--- config.mk ---
export PLATFORM = sky130hd
export DESIGN_NAME = bio_port_top
export DESIGN_NICKNAME = d
export VERILOG_FILES = /design/src/logic/bio_port_bank.v /design/src/logic/bio_port_top.v
export VERILOG_INCLUDE_DIRS = /design/src /design/src/logic
export SDC_FILE = /design/constraint.sdc
export NUM_CORES = 1
export LEC_CHECK = 0
export BUFFER_PORTS_ARGS = -buffer_cell sky130_fd_sc_hd__buf_2
export CAP_MARGIN = 5
export CORE_MARGIN = 4
export CORE_UTILIZATION = 35
export CTS_CLUSTER_DIAMETER = 100
export CTS_CLUSTER_SIZE = 24
export DETAILED_ROUTE_END_ITERATION = 12
export PLACE_DENSITY_LB_ADDON = 0.05
export SLEW_MARGIN = 40
export SYNTH_ARGS = -nofsm -noshare
export SYNTH_HDL_FRONTEND = slang
export SYNTH_SLANG_ARGS = --single-unit
--- constraint.sdc ---
create_clock -name clk -period 2.47 [get_ports clk]
set_input_delay 0.1235 -clock clk [delete_from_list [all_inputs] [get_ports clk]]
set_output_delay 0.1235 -clock clk [all_outputs]
set_load 0.02 [all_outputs]
--- src/logic/bio_port_defines.vh ---
// constants for the bidirectional io port block
`ifndef BIO_PORT_DEFINES_VH
`define BIO_PORT_DEFINES_VH
// file register addresses
`define BIO_ADDR_STATUS 5'h03
`define BIO_ADDR_FIRST 5'h06
`define BIO_ADDR_SECOND 5'h07
// direction-load selectors
`define BIO_DIR_SEL_FIRST 3'h6
`define BIO_DIR_SEL_SECOND 3'h7
// field positions
`define BIO_PIN_W 6
`define BIO_INONLY_BIT 3
`define BIO_TMRCLK_BIT 2
`define BIO_OPT_WAKE_N_BIT 7
`define BIO_OPT_PULLUP_N_BIT 6
`define BIO_OPT_TMRSRC_BIT 5
`define BIO_STATUS_WAKE_BIT 7
// reset values
`define BIO_DIR_RST 6'h3f
`define BIO_LATCH_RST 6'h00
`define BIO_OPT_RST 8'hff
`define BIO_PINS_RST 6'h00
`define BIO_RDATA_RST 8'h00
`define BIO_FLAG_RST 1'b0
// group mask for pull-up and wake pins: bits 0,1,3,4
`define BIO_GROUP_MASK 6'h1b
`endif

--- src/logic/bio_port_bank.v ---
// one six-bit port: latch, write-only direction, pin read path
`timescale 1ns/1ns
`include "bio_port_defines.vh"
module bio_port_bank
(
  clk,
  arst_n,
  latchWe,
  latchWdata,
  dirWe,
  dirWdata,
  forceInMask,
  altFuncMask,
  pinIn,
  readData,
  pinOut,
  pinOe
);
  input wire clk;
  input wire arst_n;
  input wire latchWe;
  input wire [5:0] latchWdata;
  input wire dirWe;
  input wire [5:0] dirWdata;
  input wire [5:0] forceInMask;
  input wire [5:0] altFuncMask;
  input wire [5:0] pinIn;
  output wire [7:0] readData;
  output reg [5:0] pinOut;
  output reg [5:0] pinOe;

  reg [5:0] latch_q;
  reg [5:0] dir_q;

  always @(posedge clk or negedge arst_n)
  begin
    if (!arst_n)
    begin
      latch_q <= `BIO_LATCH_RST;
      dir_q <= `BIO_DIR_RST; // [RL2]
    end
    else
    begin
      if (latchWe)
        latch_q <= latchWdata; // [RL16] [RL14]
      if (dirWe)
        dir_q <= dirWdata; // [RL9] [RL15]
    end
  end

  // drivers registered so the pads see clean flop outputs
  always @(posedge clk or negedge arst_n)
  begin
    if (!arst_n)
    begin
      pinOut <= `BIO_PINS_RST;
      pinOe <= `BIO_PINS_RST;
    end
    else
    begin
      pinOut <= latch_q;
      pinOe <= ~dir_q & ~forceInMask; // [RL10]
    end
  end

  // pins, never the latch; direction has no read path at all
  assign readData = {2'b00, pinIn & ~altFuncMask}; // [RL1] [RL3] [RL5] [RL8] [RL12]
endmodule

--- src/logic/bio_port_top.v ---
// io port pair with pull-up, wake-on-change and status wake flag
`timescale 1ns/1ns
`include "bio_port_defines.vh"
// Overview of operation
// RL1 - port reads return the pin levels, never the output latches
// RL2 - any reset sets all direction bits, making every pin an input
// RL3 - first port bits 7 and 6 read as zero
// RL4 - first port bit 3 never drives, whatever its direction bit
// RL5 - pins in alternate function read as zero
// RL6 - bits 0,1,3,4 share group pull-up and group wake-on-change
// RL7 - as master clear input, bit 3 has pull-up on and no wake
// RL8 - second port bits 7 and 6 read as zero
// RL9 - direction-load instruction copies working register into that port's direction
// RL10 - direction one tristates the pin, zero drives the latch bit
// RL11 - timer clock source selection overrides the timer pin's direction
// RL12 - direction registers are write-only
// RL13 - outside circuitry holds input levels until the program reads them
// RL14 - output latches keep their value until rewritten
// RL15 - each pin except the input-only one has its own direction bit
// RL16 - a port write loads the output latches
// RL17 - wake flag set on pin-change wake reset, cleared by other resets
// RL18 - bit set or clear reads pins, modifies, writes all latches
// RL19 - group pull-up and wake enables are active-low option bits
// RL20 - wake on mismatch with level captured at last read while asleep
module bio_port_top
(
  clk,
  arst_n,
  fileAddr,
  fileWe,
  fileWdata,
  fileRe,
  fileRdata,
  bitOpEn,
  bitOpSet,
  bitOpIdx,
  dirLoad,
  dirSel,
  workReg,
  optionWe,
  optionWdata,
  masterClearCfg,
  altFuncFirst,
  altFuncSecond,
  sleeping,
  resetCauseValid,
  resetCauseWake,
  firstPinIn,
  secondPinIn,
  firstPinOut,
  firstPinOe,
  secondPinOut,
  secondPinOe,
  pullupOn,
  wakeEvent,
  pinWakeFlag
);
  input wire clk;
  input wire arst_n;
  input wire [4:0] fileAddr;
  input wire fileWe;
  input wire [7:0] fileWdata;
  input wire fileRe;
  output reg [7:0] fileRdata;
  input wire bitOpEn;
  input wire bitOpSet;
  input wire [2:0] bitOpIdx;
  input wire dirLoad;
  input wire [2:0] dirSel;
  input wire [7:0] workReg;
  input wire optionWe;
  input wire [7:0] optionWdata;
  input wire masterClearCfg;
  input wire [5:0] altFuncFirst;
  input wire [5:0] altFuncSecond;
  input wire sleeping;
  input wire resetCauseValid;
  input wire resetCauseWake;
  input wire [5:0] firstPinIn;
  input wire [5:0] secondPinIn;
  output wire [5:0] firstPinOut;
  output wire [5:0] firstPinOe;
  output wire [5:0] secondPinOut;
  output wire [5:0] secondPinOe;
  output reg [5:0] pullupOn;
  output reg wakeEvent;
  output reg pinWakeFlag;

  // ************************************************************
  // option bits and derived group controls
  // ************************************************************
  reg [7:0] option_q;
  wire pullupGroupEn;
  wire wakeGroupEn;
  wire tmrFromPin;
  wire [5:0] wakeMask;
  wire [5:0] forceFirst;

  always @(posedge clk or negedge arst_n)
  begin
    if (!arst_n)
      option_q <= `BIO_OPT_RST;
    else if (optionWe)
      option_q <= optionWdata;
  end

  assign pullupGroupEn = ~option_q[`BIO_OPT_PULLUP_N_BIT]; // [RL19]
  assign wakeGroupEn = ~option_q[`BIO_OPT_WAKE_N_BIT]; // [RL19]
  assign tmrFromPin = option_q[`BIO_OPT_TMRSRC_BIT];
  // master clear pin drops out of the wake group
  assign wakeMask = masterClearCfg ? (`BIO_GROUP_MASK & ~(6'h01 << `BIO_INONLY_BIT)) : `BIO_GROUP_MASK; // [RL7]
  // input-only bit and, when counting external edges, the timer pin
  assign forceFirst = (6'h01 << `BIO_INONLY_BIT) | ({5'h00, tmrFromPin} << `BIO_TMRCLK_BIT); // [RL4] [RL11]

  // ************************************************************
  // file register writes and bit operations
  // ************************************************************
  wire [7:0] firstRead;
  wire [7:0] secondRead;
  wire bitOpFirst;
  wire bitOpSecond;
  wire [7:0] bitMask;
  wire [7:0] rmwFirst;
  wire [7:0] rmwSecond;
  wire firstLatchWe;
  wire secondLatchWe;
  wire [5:0] firstLatchData;
  wire [5:0] secondLatchData;

  assign bitOpFirst = bitOpEn && (fileAddr == `BIO_ADDR_FIRST);
  assign bitOpSecond = bitOpEn && (fileAddr == `BIO_ADDR_SECOND);
  assign bitMask = 8'h01 << bitOpIdx;
  // read from pins, so an input pin's level lands in its latch
  assign rmwFirst = bitOpSet ? (firstRead | bitMask) : (firstRead & ~bitMask); // [RL18]
  assign rmwSecond = bitOpSet ? (secondRead | bitMask) : (secondRead & ~bitMask); // [RL18]
  assign firstLatchWe = (fileWe && (fileAddr == `BIO_ADDR_FIRST)) || bitOpFirst; // [RL16]
  assign secondLatchWe = (fileWe && (fileAddr == `BIO_ADDR_SECOND)) || bitOpSecond; // [RL16]
  assign firstLatchData = bitOpFirst ? rmwFirst[5:0] : fileWdata[5:0];
  assign secondLatchData = bitOpSecond ? rmwSecond[5:0] : fileWdata[5:0];

  // ************************************************************
  // port banks
  // ************************************************************
  bio_port_bank uFirst
  (
    .clk(clk),
    .arst_n(arst_n),
    .latchWe(firstLatchWe),
    .latchWdata(firstLatchData),
    .dirWe(dirLoad && (dirSel == `BIO_DIR_SEL_FIRST)), // [RL9]
    .dirWdata(workReg[5:0]),
    .forceInMask(forceFirst),
    .altFuncMask(altFuncFirst),
    .pinIn(firstPinIn),
    .readData(firstRead),
    .pinOut(firstPinOut),
    .pinOe(firstPinOe)
  );

  bio_port_bank uSecond
  (
    .clk(clk),
    .arst_n(arst_n),
    .latchWe(secondLatchWe),
    .latchWdata(secondLatchData),
    .dirWe(dirLoad && (dirSel == `BIO_DIR_SEL_SECOND)), // [RL9]
    .dirWdata(workReg[5:0]),
    .forceInMask(6'h00),
    .altFuncMask(altFuncSecond),
    .pinIn(secondPinIn),
    .readData(secondRead),
    .pinOut(secondPinOut),
    .pinOe(secondPinOe)
  );

  // ************************************************************
  // read data, pull-ups, wake-on-change
  // ************************************************************
  reg [5:0] snapshot_q;
  reg [5:0] snapshot_d;
  reg [7:0] fileRdata_d;
  reg [5:0] pullupOn_d;
  reg [5:0] pinDiff;
  reg wakeEvent_d;
  reg pinWakeFlag_d;
  wire firstReadHit;
  wire [5:0] mclrBit;

  assign firstReadHit = fileRe && (fileAddr == `BIO_ADDR_FIRST);
  assign mclrBit = 6'h01 << `BIO_INONLY_BIT;

  // ************************************************************
  // read path
  // ************************************************************
  // every address answers each cycle; unmapped ones give zero
  always @*
  begin
    case (fileAddr)
      `BIO_ADDR_FIRST:
        fileRdata_d = firstRead; // [RL1] [RL3]
      `BIO_ADDR_SECOND:
        fileRdata_d = secondRead; // [RL8]
      `BIO_ADDR_STATUS:
      begin
        fileRdata_d = `BIO_RDATA_RST;
        fileRdata_d[`BIO_STATUS_WAKE_BIT] = pinWakeFlag; // [RL17]
      end
      default:
        fileRdata_d = `BIO_RDATA_RST;
    endcase
  end

  // one stage only: the core takes read data the cycle after it sets the address
  always @(posedge clk or negedge arst_n)
  begin
    if (!arst_n)
    begin
      fileRdata <= `BIO_RDATA_RST;
    end
    else
    begin
      fileRdata <= fileRdata_d;
    end
  end

  // ************************************************************
  // weak pull-ups
  // ************************************************************
  always @*
  begin
    pullupOn_d = `BIO_PINS_RST;
    if (pullupGroupEn)
      pullupOn_d = `BIO_GROUP_MASK; // [RL6] [RL19]
    // master clear keeps its pull-up regardless of the group bit
    if (masterClearCfg)
      pullupOn_d = pullupOn_d | mclrBit; // [RL7]
  end

  // enables go out even for driving pins; the pad ignores a pull-up against its own driver
  always @(posedge clk or negedge arst_n)
  begin
    if (!arst_n)
    begin
      pullupOn <= `BIO_PINS_RST;
    end
    else
    begin
      pullupOn <= pullupOn_d;
    end
  end

  // ************************************************************
  // wake-on-change
  // ************************************************************
  // raw pins, not masked by alternate function, so the compare stays honest
  always @*
  begin
    snapshot_d = snapshot_q;
    if (firstReadHit)
      snapshot_d = firstPinIn; // [RL20]
  end

  always @(posedge clk or negedge arst_n)
  begin
    if (!arst_n)
    begin
      snapshot_q <= `BIO_PINS_RST;
    end
    else
    begin
      snapshot_q <= snapshot_d;
    end
  end

  // a level compare, not an edge: the event stands while any grouped pin differs
  always @*
  begin
    pinDiff = (firstPinIn ^ snapshot_q) & wakeMask; // [RL6] [RL7]
    wakeEvent_d = 1'b0;
    if (sleeping && wakeGroupEn && (pinDiff != 6'h00))
      wakeEvent_d = 1'b1; // [RL20]
  end

  always @(posedge clk or negedge arst_n)
  begin
    if (!arst_n)
    begin
      wakeEvent <= `BIO_FLAG_RST;
    end
    else
    begin
      wakeEvent <= wakeEvent_d;
    end
  end

  // ************************************************************
  // status wake flag
  // ************************************************************
  // reset cause is reported by the core once the reset sequence ends
  always @*
  begin
    pinWakeFlag_d = pinWakeFlag;
    if (resetCauseValid)
      pinWakeFlag_d = resetCauseWake; // [RL17]
  end

  // a hard reset clears it too, so only a reported wake cause leaves it set
  always @(posedge clk or negedge arst_n)
  begin
    if (!arst_n)
    begin
      pinWakeFlag <= `BIO_FLAG_RST;
    end
    else
    begin
      pinWakeFlag <= pinWakeFlag_d;
    end
  end
endmodule
==> run metrics <==
status finished, final reports clean; Clock Pin Slew Worst Setup and Hold Paths 0.07 ns; initial antenna violation count 0; final worst path period share 67.7%; area added between synthesis and finish 31.8%; Most used DFF post-synth dfrtp_1; Max Fclk 598 MHz; DRT Pass-1 Iters 6; power per cell area 737 nW/um^2; remaining antenna violation count 0; maximum fanout along the worst path 12; gr ovfl total 0; Die ar. 9400 sq um; top-area cell type share of the netlist area 45.2%; sw frac 25.4%; P_sw 684 uW; Total Routing Usage GR 15.1%; final hold violation count 0; initial core utilization 35.8%; largest net degree at the start of global routing 38; CP max-delay cell or3b_1; synth warn 0; total power 2.69 mW; DRT iter0 DRCs 113; Max Cap Viol 0; final setup TNS 0 ns; vias in the first global route 2233; flop-to-flop setup slack 1.09 ns; clock share of power 36.3%; DIE HEIGHT 96.9 um; min-delay src fileAddr[3]; Syn Inst Count 230; Via-to-Cell Ratio 4.85; Crit Path Class in2reg; simple-gate share of the synthesized area 10.8%; R2R Path End option_q[6]$_DFFE_PN1P_; cells along the critical path dlygate4sd3_1 -> buf_2 -> or3b_1 -> o32ai_1 -> a221oi_1; dpl cell area 3340 sq um; fin cells 446; fin worst setup slack 0.797 ns; crit path launch type input port; Post-Layout Inst Area 3650 sq um; I/O pins 111; main area contributors after synthesis dfrtp_1 45%, dfstp_2 13%, mux2_2 7.3%, o32ai_1 5.7%, inv_1 4.9%; # clock sinks 64; Worst-Skew Late Latency 0.33 ns; root buffer cell clkbuf_8; internal power 2.00 mW; RSZ-0062 raised after global routing false; Die X 96.9 um; core box area 7730 sq um; reg2reg start option_q[6]$_DFFE_PN1P_; fin. max-slew vios 0; maximum clock path buffer count 2; post-CTS resize count 0; Worst Path Arrival 1.85 ns; Hold EP fileRdata[7]$_DFF_PN0_; most frequent cells in the layout 97 x buf_2, 50 x dfrtp_1, 36 x inv_1, 18 x o32ai_1, 18 x mux2_2; Hold Path Depth 2; DR vias 2164; combinational share of power 16.7%; TritonCTS Buffers 9; drt wl/cell 15.3 um; CTS tree done; mux contribution to synthesized area 7.32%; number of port buffers 97; Netlist cell types 37; worst slew pin tran 0.635 ns; post-detail-place hpwl 4.91 mm; Reg2Reg Depth 3; first-pass GRT wire length 11.4 mm; commonest non-fill, non-tap cell in the layout buf_2; sequential power share 47.0%; Synth area leader dfrtp_1; Synth Register Bits 64; diode count 0; cell leakage power 1.78 nW; largest family of logic cells by synthesized area compound AO/OA/AOI/OAI gates; Hold WC Path Type in2reg; Worst Setup End Kind flop; routability cong. 0.786; worst slew margin relative to its limit 57.6%; # setup viols final 0; Post-synth ARST share 100%; Post-synth EDFFs 0; XOR/XNOR Fraction of Synth Area 1.27%; Adder-Cell Fraction of Synth Area 0%; Final nets 410; total routed wirelength 6.82 mm; Mean Syn Cell Area 12.0 sq um; pre-CTS setup slack 1.01 ns; crit-path max cell delay 0.56 ns; sequential share of the synthesized area 58.5%; post-synthesis compound-gate area fraction 14.1%; Max H-tree Level 3; Cell Area, Synth 2770 sq um; Fin Clk Skew 0.00733 ns; worst endpoint required time 2.64 ns; post-detailed-route DRC marker count 0; crit path time final 1.67 ns; layout cell share with drive strength beyond 1 43.9%; Peak VDD IR 0.205 mV; Rows 32; placed cell count 421
## power by group through the flow
stage | Clock (mW) | Sequential, mW | Combinational, mW
finish | 0.975 | 1.26 | 0.449
global route | 1.05 | 1.28 | 0.497
CTS | 1.00 | 1.27 | 0.456
detailed placement | 0 | 1.28 | 0.443
global placement | 0 | 1.28 | 0.438
floorplan | 0 | 1.36 | 0.185
## flip-flops by register name, summed over array words and instances, names as in the netlist
signal / flops
fileRdata: 7
option_q: 3
pinWakeFlag: 1
pullupOn: 2
snapshot_q: 4
uFirst.dir_q: 5
uFirst.latch_q: 6
uFirst.pinOe: 5
uFirst.pinOut: 6
uSecond.dir_q: 6
uSecond.latch_q: 6
uSecond.pinOe: 6
uSecond.pinOut: 6
wakeEvent: 1
## metal layers
layer / vias to the layer above / track usage (%) / part of all wire [%]
met3: 6 / 5.41 / 8.8
met2: 87 / 22.5 / 45
met5: - / 0 / 0
met4: 0 / 4.86 / 0.94
met1: 1027 / 20.4 / 45
li1: 1044 / - / -
## worst max path at each step
stage / endpoint / slack [ns] / start / cells after the start
after floorplan: uFirst.latch_q[2]$_DFFE_PN0P_ / 1.28 / fileAddr[3] / 4
after global placement: uFirst.latch_q[5]$_DFFE_PN0P_ / 1.01 / fileAddr[3] / 4
after detailed placement: uFirst.latch_q[5]$_DFFE_PN0P_ / 1.01 / fileAddr[3] / 4
after CTS: uFirst.latch_q[5]$_DFFE_PN0P_ / 0.81 / fileAddr[4] / 5
after global routing: uSecond.latch_q[5]$_DFFE_PN0P_ / 0.69 / fileAddr[4] / 6
final: uFirst.latch_q[5]$_DFFE_PN0P_ / 0.80 / fileAddr[4] / 5
## what timing repair did
item,in CTS,in global routing
buffers inserted,0,0
hold buffers,9,0
endpoints found under the hold margin,25,0
## per-stage QoR
stage | hold WS, ns | utilization (%)
6_report | 0.0198 | 47.2
5_1_grt | 0.00859 | 47.2
4_1_cts | 0.00301 | 47.2
3_5_place_dp | 0.191 | 43.3
3_3_place_gp | 0.194 | 43.3
2_1_floorplan | -0.172 | -
## critical path, delay by kind of cell
kind | cells | cell delay (ns)
buffers and inverters | 2 | 0.69
AO/OA/AOI/OAI | 2 | 0.47
AND/OR/NAND/NOR | 1 | 0.56
## area by class of cell
cell class | count | area (sq um)
Clock buffer | 13 | 149
Tap cell | 102 | 128
Timing Repair Buffer | 109 | 611
Inverter | 36 | 135
Sequential cell | 64 | 1620
Multi-Input combinational cell | 119 | 942
Fill cell | 760 | 4080
Clock inverter | 3 | 65.1
## synthesized netlist by cell type (2+ instances only)
cell type	instances
dfstp_2	14
and4b_1	2
o32ai_1	18
mux2_2	18
nand2b_1	9
a21oi_1	6
xnor2_1	4
a222oi_1	6
nor2_1	3
clkbuf_1	6
a31oi_1	12
dfrtp_1	50
a221oi_1	6
nand3b_1	2
nand2_1	9
nor4bb_1	2
inv_1	36
buf_4	6
or3b_2	3
## cells by family after synthesis
kind of cell,after synthesis
flops,64
compound gates,50
buf+inv,50
simple gates,43
mux,18
xor+xnor,4
other cells,1
Note: power is estimated with default switching activity, not from simulation.
